`src/pkg/wdog_pkg.sv`:
```
/*
 Shared constants and carriers for the windowed watchdog: register map,
 field positions, reset values, feed keys and timing figures.
 Assumes a 25 MHz system clock and an APB master with 32-bit data.
*/
package wdog_pkg;
   // system clock and watchdog tick rate
   localparam int unsigned CLK_HZ = 25000000;
   localparam int unsigned TICK_HZ_DEFAULT = 500000;
   localparam int unsigned TICK_DIV_DEFAULT = CLK_HZ / TICK_HZ_DEFAULT;
   localparam int CNT_W = 24;
   localparam int PRE_W = 2;
   localparam logic [PRE_W-1:0] PRE_LAST = 2'h3; // divide-by-four prescaler
   localparam logic [CNT_W-1:0] RELOAD_MIN = 24'h0000FF; // 256 steps of four ticks
   localparam logic [CNT_W-1:0] RELOAD_RST = 24'hFFFFFF;
   localparam logic [CNT_W-1:0] WINDOW_RST = 24'hFFFFFF; // window open by default
   localparam logic [CNT_W-1:0] WARN_RST = 24'h000000;
   localparam logic [3:0] RST_PULSE = 4'hF; // chip reset pulse, clock cycles

   // register byte offsets
   localparam logic [7:0] OFS_MODE = 8'h00;
   localparam logic [7:0] OFS_RELOAD = 8'h04;
   localparam logic [7:0] OFS_FEED = 8'h08;
   localparam logic [7:0] OFS_COUNT = 8'h0C;
   localparam logic [7:0] OFS_WARN = 8'h10;
   localparam logic [7:0] OFS_WINDOW = 8'h14;
   localparam logic [7:0] OFS_INTSTAT = 8'h18;
   localparam logic [7:0] OFS_INTMASK = 8'h1C;

   // mode register bits
   localparam int MODE_EN = 0;
   localparam int MODE_RSTSEL = 1;
   localparam int MODE_RSTFLAG = 2;
   // interrupt status and mask bits
   localparam int INT_FAULT = 0;
   localparam int INT_WARN = 1;
   localparam int INT_W = 2;

   // feed keys, written back to back to the feed register
   localparam logic [7:0] FEED_KEY1 = 8'hAA;
   localparam logic [7:0] FEED_KEY2 = 8'h55;

   typedef enum logic [1:0] {
      FEED_IDLE = 2'h0,
      FEED_ARMED = 2'h1
   } feed_t;

   typedef struct packed {
      logic psel;
      logic penable;
      logic pwrite;
      logic [7:0] paddr;
      logic [31:0] pwdata;
   } apb_req_t;

   typedef struct packed {
      logic pready;
      logic pslverr;
      logic [31:0] prdata;
   } apb_rsp_t;
endpackage

```
`src/design/tick_divider.sv`:
```
/*
 Divider that stands in for the dedicated watchdog oscillator: one enable
 pulse every DIV system clocks. Assumes a single clock domain.
*/
`timescale 1ns/1ps
`default_nettype none
module tick_divider #(
   parameter int unsigned DIV = 50
) (
   input wire logic clk,
   input wire logic rst_b,
   output logic tick
);
   typedef struct packed {
      logic [15:0] cnt;
      logic tick;
   } div_state_t;

   localparam logic [15:0] LAST = 16'(DIV - 1);

   div_state_t s;
   div_state_t next_s;

   // free-running count; the pulse is registered so it is glitch free
   always_comb begin
      next_s = s;
      next_s.tick = (s.cnt == LAST);
      next_s.cnt = (s.cnt == LAST) ? 16'h0000 : s.cnt + 16'h0001;
   end

   always_ff @(posedge clk or negedge rst_b) begin
      if (!rst_b) begin
         s <= '0;
      end else begin
         s <= next_s;
      end
   end

   assign tick = s.tick;
endmodule
`default_nettype wire

```
`src/design/windowed_watchdog.sv`:
```
/*
 Windowed watchdog with APB register access, divide-by-four prescaler,
 24-bit down-counter, warning interrupt, sticky enable and reset-or-interrupt
 fault action. Assumes rst_b is the power-on reset, and that the chip reset
 request drives the rest of the chip but not this block.
*/
// Chosen here: the APB register port and the register offsets.
`timescale 1ns/1ps
`default_nettype none
module windowed_watchdog
   import wdog_pkg::*;
#(
   parameter int unsigned TICK_DIV = TICK_DIV_DEFAULT
) (
   input wire logic clk,
   input wire logic rst_b,
   input wire wdog_pkg::apb_req_t apbReq,
   output wdog_pkg::apb_rsp_t apbRsp,
   output logic irq,
   output logic chipReset
);
   import wdog_pkg::*;

   typedef struct packed {
      logic enable;
      logic resetSel;
      logic resetFlag;
      logic [CNT_W-1:0] reload;
      logic [CNT_W-1:0] count;
      logic [CNT_W-1:0] warnAt;
      logic [CNT_W-1:0] window;
      logic [PRE_W-1:0] pre;
      logic [INT_W-1:0] intStat;
      logic [INT_W-1:0] intMask;
      feed_t feed;
      logic [3:0] rstCnt;
      logic chipReset;
      logic irq;
      apb_rsp_t rsp;
   } wdog_state_t;

   wdog_state_t s;
   wdog_state_t next_s;
   logic tick;
   logic preTick;
   logic access;
   logic wrFeed;
   logic key2Write;
   logic feedOk;
   logic fault;

   // true for offsets that hold a register
   function automatic logic isMapped(input logic [7:0] a);
      isMapped = (a == OFS_MODE) || (a == OFS_RELOAD) || (a == OFS_FEED)
         || (a == OFS_COUNT) || (a == OFS_WARN) || (a == OFS_WINDOW)
         || (a == OFS_INTSTAT) || (a == OFS_INTMASK);
   endfunction

   // widen a 24-bit field onto the data bus
   function automatic logic [31:0] word24(input logic [CNT_W-1:0] v);
      word24 = {8'h00, v};
   endfunction

   // fixed-rate tick standing in for the watchdog oscillator
   tick_divider #(
      .DIV(TICK_DIV)
   ) u_tick (
      .clk(clk),
      .rst_b(rst_b),
      .tick(tick)
   );

   // decode of the current bus cycle; writes take effect in the access phase
   always_comb begin
      preTick = tick && (s.pre == PRE_LAST);
      access = apbReq.psel && apbReq.penable && s.rsp.pready;
      wrFeed = access && apbReq.pwrite && (apbReq.paddr == OFS_FEED);
      key2Write = wrFeed && (apbReq.pwdata[7:0] == FEED_KEY2);
   end

   // next state: bus slave, feed sequencer, counter and fault action
   always_comb begin
      next_s = s;
      feedOk = 1'b0;
      fault = 1'b0;

      // prescaler only runs while enabled so each period starts aligned
      if (s.enable && tick) begin
         next_s.pre = s.pre + 2'h1;
      end

      // slave answers with no wait state; read data latched in setup
      next_s.rsp.pready = apbReq.psel && !apbReq.penable;
      next_s.rsp.pslverr = apbReq.psel && !apbReq.penable && !isMapped(apbReq.paddr);
      next_s.rsp.prdata = 32'h00000000;
      if (apbReq.psel && !apbReq.penable && !apbReq.pwrite) begin
         unique case (apbReq.paddr)
            OFS_MODE: next_s.rsp.prdata = {29'h0, s.resetFlag, s.resetSel, s.enable};
            OFS_RELOAD: next_s.rsp.prdata = word24(s.reload);
            OFS_COUNT: next_s.rsp.prdata = word24(s.count);
            OFS_WARN: next_s.rsp.prdata = word24(s.warnAt);
            OFS_WINDOW: next_s.rsp.prdata = word24(s.window);
            OFS_INTSTAT: next_s.rsp.prdata = {30'h0, s.intStat};
            OFS_INTMASK: next_s.rsp.prdata = {30'h0, s.intMask};
            default: next_s.rsp.prdata = 32'h00000000;
         endcase
      end

      // software writes; clears come first so hardware sets below win
      if (access && apbReq.pwrite && !s.rsp.pslverr) begin
         unique case (apbReq.paddr)
            OFS_MODE: begin
               if (apbReq.pwdata[MODE_EN] && !s.enable) begin
                  next_s.enable = 1'b1;
                  next_s.count = s.reload;
                  next_s.pre = '0;
               end
               next_s.resetSel = s.resetSel | apbReq.pwdata[MODE_RSTSEL];
               if (apbReq.pwdata[MODE_RSTFLAG]) begin
                  next_s.resetFlag = 1'b0;
               end
            end
            // shortest period is 256 steps; smaller values are raised to it
            OFS_RELOAD: begin
               next_s.reload = (apbReq.pwdata[CNT_W-1:0] < RELOAD_MIN) ?
                  RELOAD_MIN : apbReq.pwdata[CNT_W-1:0];
            end
            OFS_WARN: next_s.warnAt = apbReq.pwdata[CNT_W-1:0];
            OFS_WINDOW: next_s.window = apbReq.pwdata[CNT_W-1:0];
            OFS_INTSTAT: next_s.intStat = s.intStat & ~apbReq.pwdata[INT_W-1:0];
            OFS_INTMASK: next_s.intMask = apbReq.pwdata[INT_W-1:0];
            default: begin
            end
         endcase
      end

      // feed sequencer: key1 arms, the very next access must be key2
      if (access) begin
         unique case (s.feed)
            FEED_IDLE: begin
               if (wrFeed && apbReq.pwdata[7:0] == FEED_KEY1) begin
                  next_s.feed = FEED_ARMED;
               end else if (wrFeed) begin
                  fault = s.enable;
               end
            end
            FEED_ARMED: begin
               next_s.feed = FEED_IDLE;
               if (!key2Write) begin
                  fault = s.enable;
               end else if (s.enable && s.count > s.window) begin
                  fault = 1'b1;
               end else begin
                  feedOk = 1'b1;
               end
            end
         endcase
      end

      // counter: reload on a good feed, else count prescaled ticks
      if (feedOk) begin
         next_s.count = s.reload;
         next_s.pre = '0;
      end else if (s.enable && preTick) begin
         if (s.count == '0) begin
            fault = 1'b1;
         end else begin
            next_s.count = s.count - 24'h000001;
         end
         if (s.count == s.warnAt) begin
            next_s.intStat[INT_WARN] = 1'b1;
         end
      end

      // fault action: disable, then reset request or sticky interrupt
      if (fault) begin
         next_s.enable = 1'b0;
         next_s.count = s.reload;
         next_s.feed = FEED_IDLE;
         if (s.resetSel) begin
            next_s.resetFlag = 1'b1;
            next_s.rstCnt = RST_PULSE;
         end else begin
            next_s.intStat[INT_FAULT] = 1'b1;
         end
      end else if (s.rstCnt != 4'h0) begin
         next_s.rstCnt = s.rstCnt - 4'h1;
      end

      // outputs registered from their next values
      next_s.chipReset = (next_s.rstCnt != 4'h0);
      next_s.irq = |(next_s.intStat & next_s.intMask);
   end

   // single state register; rst_b is power-on, so the reset flag survives chipReset
   always_ff @(posedge clk or negedge rst_b) begin
      if (!rst_b) begin
         s <= '{enable: 1'b0, resetSel: 1'b0, resetFlag: 1'b0, reload: RELOAD_RST,
                count: RELOAD_RST, warnAt: WARN_RST, window: WINDOW_RST,
                pre: '0, intStat: '0, intMask: '0, feed: FEED_IDLE,
                rstCnt: 4'h0, chipReset: 1'b0, irq: 1'b0, rsp: '0};
      end else begin
         s <= next_s;
      end
   end

   assign apbRsp = s.rsp;
   assign irq = s.irq;
   assign chipReset = s.chipReset;
endmodule
`default_nettype wire

```
`config.mk`:
```
export PLATFORM = sky130hd
export DESIGN_NAME = windowed_watchdog
export DESIGN_NICKNAME = d
export VERILOG_FILES = /design/src/pkg/wdog_pkg.sv /design/src/design/tick_divider.sv /design/src/design/windowed_watchdog.sv
export SDC_FILE = /design/constraint.sdc
export NUM_CORES = 1
export LEC_CHECK = 0
export ABC_AREA = 1
export BUFFER_PORTS_ARGS = -buffer_cell sky130_fd_sc_hd__buf_2
export CAP_MARGIN = 5
export CORE_MARGIN = 10
export CORE_UTILIZATION = 60
export CTS_CLUSTER_DIAMETER = 80
export DETAILED_ROUTE_END_ITERATION = 10
export GPL_TIMING_DRIVEN = 0
export PLACE_DENSITY = 0.8
export SLEW_MARGIN = 40
export SYNTH_ARGS = -nofsm -noshare
export SYNTH_HDL_FRONTEND = slang
export SYNTH_HIERARCHICAL = 1
export SYNTH_SLANG_ARGS = --single-unit
```
`constraint.sdc`:
```
create_clock -name clk -period 3.1 [get_ports clk]
set_input_delay 0.465 -clock clk [delete_from_list [all_inputs] [get_ports clk]]
set_output_delay 0.465 -clock clk [all_outputs]
set_load 0.01 [all_outputs]
```
; ---- After elaboration in Yosys (flattened, before gate mapping)
; Cells that the tools add are included.
[totals]
register_bits = 164
latch_bits = 0
ram_bits = 0
romBits = 0
out_inout_bits = 36
memories = 0
[op_classes]
n_addsub = 4
multipliers = 0
div_mod_pow = 0
n_lt_le_gt_ge = 2
n_eq_ne = 14
n_shift = 0
mux = 51
bitwise = 4
n_reduce_logical = 43
[ops]
columns = operator, n
row1 = 24-bit two-way mux, 11
row2 = 24-bit one-hot mux with 7 select lines, 1
row3 = 105-bit two-way mux, 1
row4 = 8-bit by 5-bit == test with 1-bit output (second input constant), 4
row5 = 24-bit == test, 1
row6 = 24-bit greater-than comparator, 1
row7 = 24-bit logical NOT, 1
row8 = 24-bit by 8-bit < comparator with 1-bit output (second input constant), 1
row9 = 24-bit by 1-bit subtractor with 24-bit output (second input constant), 1
row10 = 1-bit two-way mux, 22
row11 = 2-bit two-way mux, 9
row12 = 16-bit by 1-bit adder with 16-bit output (second input constant), 1
row13 = 16-bit by 6-bit == test with 1-bit output (second input constant), 1
row14 = 8-bit by 4-bit == test with 1-bit output (second input constant), 2
row15 = 16-bit two-way mux, 1
row16 = 1-bit logical AND, 15
row17 = 4-bit two-way mux, 3
row18 = 2-bit AND reduction, 5
row19 = 8-bit by 3-bit == test with 1-bit output (second input constant), 1
row20 = 8-bit by 7-bit == test with 1-bit output (second input constant), 1
row21 = 8-bit == test (second input constant), 1
row22 = 8-bit logical NOT, 1
row23 = 2-bit nonzero test, 4
row24 = 4-bit nonzero test, 2
row25 = 16 further kinds, 27

; ---- Longest topological paths before layout
[depth]
ltp_word = 14
ltp_mapped = 21
depth_no_buf = 20

; ---- Modules after synthesis
; The synthesis kept the hierarchy.
[modules_own_cells]
columns = module, n_inst, cells_per_inst, area_per_inst_um2, seq_area_each_um2
row1 = windowed_watchdog, 1, 1074, 8343.0, 3543.4
row2 = tick_divider, 1, 114, 922.1, 425.4

; ---- Worst setup path after synthesis
; OpenSTA, ideal clock, no wires.
[synth_timing]
path_type = register to register
startpoint = reg s[63] (netlist name)
endpoint = reg s[116] (netlist name)
setup_time_ps = 67
t_arrival_ps = 2140
slack_ps = 893
stages_incl_launch_ff = 18
n_path_buf = 1
period_less_slack_ps = 2207
cell_sequence = dfstp_2 -> inv_1 -> ha_1 -> nand2_1 -> nor2_1 -> nand4_1 -> nor2_1 -> a21oi_1 -> nand2_1 -> nand2_2 -> nand2_2 -> nand2_4 -> inv_4 -> nand2_8 -> buf_6 -> nand2_1 -> inv_1 -> nor2_1
[synth_rtl]
columns = item, line_no
row1 = "start, declared", windowed_watchdog.sv:42  ; wdog_state_t s;
row2 = "start signal, assigned", windowed_watchdog.sv:198  ; s <= '{enable: 1'b0, resetSel: 1'b0, resetFlag: 1'b0, reload: RELOAD_RST,
row3 = "start signal, assigned", windowed_watchdog.sv:203  ; s <= next_s;

==> impl_metrics.tcl <==
set metrics [dict create \
    dpl-instance-area_um2 9930 \
    io_buffers 64 \
    tritoncts "done" \
    clock-sinks 155 \
    syn2layout_area_growth_pct 13.6 \
    drcViolationCount 0 \
    post-dp-hpwl_um 20300 \
    slew_viol_final 0 \
    avgSynthCellArea_um2 7.80 \
    fin_util_pct 69.5 \
    synth_area_um2 9270 \
    max-vdd-ir-drop_mv 0.398 \
    avgViaCountPerCell 5.78 \
    diodes 0 \
    ant_nets 0 \
    grt.overflow.total 0 \
    grt_max_degree 65 \
    routed_wl_um 27800 \
    p_per_area_nw_per_um2 488 \
    worstSetupPathType "register to register" \
    hold_ws_ps 245 \
    critPathBufInv 3 \
    cts_hold_buf 1 \
    rows 45 \
    synth.distinct_cells 50 \
    insertion_delay_ps 420 \
    arrival_ps 3250 \
    htreeDepth 4 \
    crit_path_end_kind "register" \
    fin_area_um2 10500 \
    grt_pass1_wl_um 43600 \
    drt_iter0_drc 1057 \
    netlist.area_leader.share_pct 22.4 \
    finalCriticalPeriod_ps 2900 \
    period_share_pct 93.7 \
    cp_max_fo 10 \
    cp.required_ps 3440 \
    cpPeakStageDelay_ps 530 \
    fillers 1257 \
    core_um2 15100 \
    drt_pre_antenna_iters 6 \
    antenna_found_initial 0 \
    yosys_warnings 6 \
    synth_flop_cell "dfrtp_1" \
    cts_resized 0 \
    worstPathCellList "inv_1 > ha_1 > nand2_1 > nor2_1 > nand4_1 > nor2_1 > nand2_1 > nand3_1 > nand2_1 > nand2_2 > nand2_2 > nand2_4 > inv_4 > nand2_8 > buf_6 > nand2_1 > o21ai_1" \
    avgRoutedWirePerCell_um 18.8 \
    whs_path_depth 2 \
    io_pins 81 \
    max_freq_mhz 344 \
    critPathTopFamily "simple AND/OR/NAND/NOR gates" \
    clk_pin_slew_worst_paths_ps 70 \
    synth-seq-cells 155 \
    grt_pass1_vias 8126 \
    hp-class "input pin to register" \
    fp.dieArea_um2 20800 \
    cts_buffers 17 \
    status "completed" \
    synth.most_common_cell "nand2_1" \
    setup_viol 0 \
    max-slew-margin-rel_pct 37.2 \
    cts_setup_buffers 0 \
    cts_root_buf "clkbuf_16" \
    leakagePower_uw 0.00487 \
    die_x_um 144 \
    cts.path.max_buffers 2 \
    syn_inst 1188 \
    grt_usage_pct 27.2 \
    final_layout_size_suffix_gt1_share_pct 20.0 \
    worst_pin_slew_ps 933 \
    gp_congestion 0.980 \
    r2r_cells 17 \
    slowest_stage "dfstp_2" \
    timing_hold_violations_final 0 \
    via_count 8566 \
    synth-async-reset-ratio_pct 100 \
    yosysSeqAreaShare_pct 42.8 \
    rsz0062_at_grt "false" \
    die_h_um 144 \
    finClkSkew_ps 7.16 \
    synth_area_leaders "dfrtp_1 22%, dfstp_2 20%, nand2_1 11%" \
    worst-path-stages 17 \
    cp-start-kind "register" \
    start_util_pct 61.2 \
    synth_edf_count 0 \
    cap_violations 0 \
    synth_top_cells_by_count "266 x nand2_1, 147 x inv_1, 117 x nor2_1, 97 x o21ai_0, 83 x dfrtp_1" \
    layout.nets 1355 \
    path_common_cell "nand2_1" \
    synth_area_leader_cell "dfrtp_1" \
]
cell usage in the layout (no fill, tap or decap), drive strengths merged, types with 20 or more instances in the layout:
cell type | netlist | routed
nand2 | 279 | 279
inv | 151 | 154
nor2 | 130 | 130
o21ai | 123 | 123
buf | 50 | 116
dfrtp | 83 | 83
dfstp | 72 | 72
a21oi | 52 | 52
clkbuf | 19 | 40
nand3 | 39 | 39
ha | 29 | 29
xor2 | 28 | 28
nor3 | 23 | 23
nand4 | 20 | 20
report_power, final:
part	internal, µW	leakage [µW]	total [µW]	switching, µW
Sequential	2130	0.00186	2210	85.0
Clock	1220	0.000272	2080	862
Combinational	300	0.00274	843	543
registers in the layout, summed over array words and instances (netlist names):
name / cells
s: 110
apbRsp: 26
u_tick/s: 16
chipReset: 1
irq: 1
u_tick/tick: 1
worst paths after layout:
kind | from | end | slack, ps
min in group asynchronous | rst_b | apbRsp[17]$_DFF_PN0_ | 500
min reg2reg | s[142]$_DFFE_PN1P_ | s[118]$_DFF_PN1_ | 480
max reg2reg | s[63]$_DFFE_PN1P_ | s[105]$_DFF_PN1_ | 200
max in group asynchronous | rst_b | s[55]$_DFFE_PN1P_ | 1920
min | apbReq[41] | apbRsp[33]$_DFF_PN0_ | 240
max | s[63]$_DFFE_PN1P_ | s[105]$_DFF_PN1_ | 200
layer usage:
metal  track usage [%]  vias to the layer above  wire [µm]
met5                 0                        -          0
met4              9.57                        0        894
met3              6.72                       68       2590
met2              44.1                      449      13000
met1              34.8                     4032      11300
li1                  -                     4017          -
metrics by stage:
| stage | instances | total power, µW | setup WS (ps) | setup TNS, ps |
|---|---|---|---|---|
| global route | 1482 | 5370 | 84.0 | 0 |
| global placement | 1447 | 3030 | -654 | -53040 |
| floorplan | 1195 | 2800 | 893 | 0 |
| CTS | 1482 | 5140 | 257 | 0 |
| finish | 1482 | 5140 | 196 | 0 |
| detailed placement | 1449 | 3060 | 67.6 | 0 |
logic make-up after synthesis:
logic type,after synthesis,share of synthesized area [%]
compound gates,232,14.0
xor+xnor,41,3.88
fa+ha+maj,29,3.92
buf+inv,223,11.2
flops,155,42.8
mux,2,0.216
other cells,1,0.0405
simple gates,505,23.9
cell type report:
type | instances | area, µm² | area share (%)
Multi-Input combinational cell | 817 | 4300 | 40.8
Sequential cell | 155 | 3970 | 37.7
Inverter | 154 | 581 | 5.52
Buffer | 69 | 459 | 4.36
Clock buffer | 21 | 450 | 4.28
Timing Repair Buffer | 67 | 395 | 3.76
Tap cell | 188 | 235 | 2.23
Clock inverter | 11 | 136 | 1.30
No activity file was read; power rests on OpenSTA's default activity.
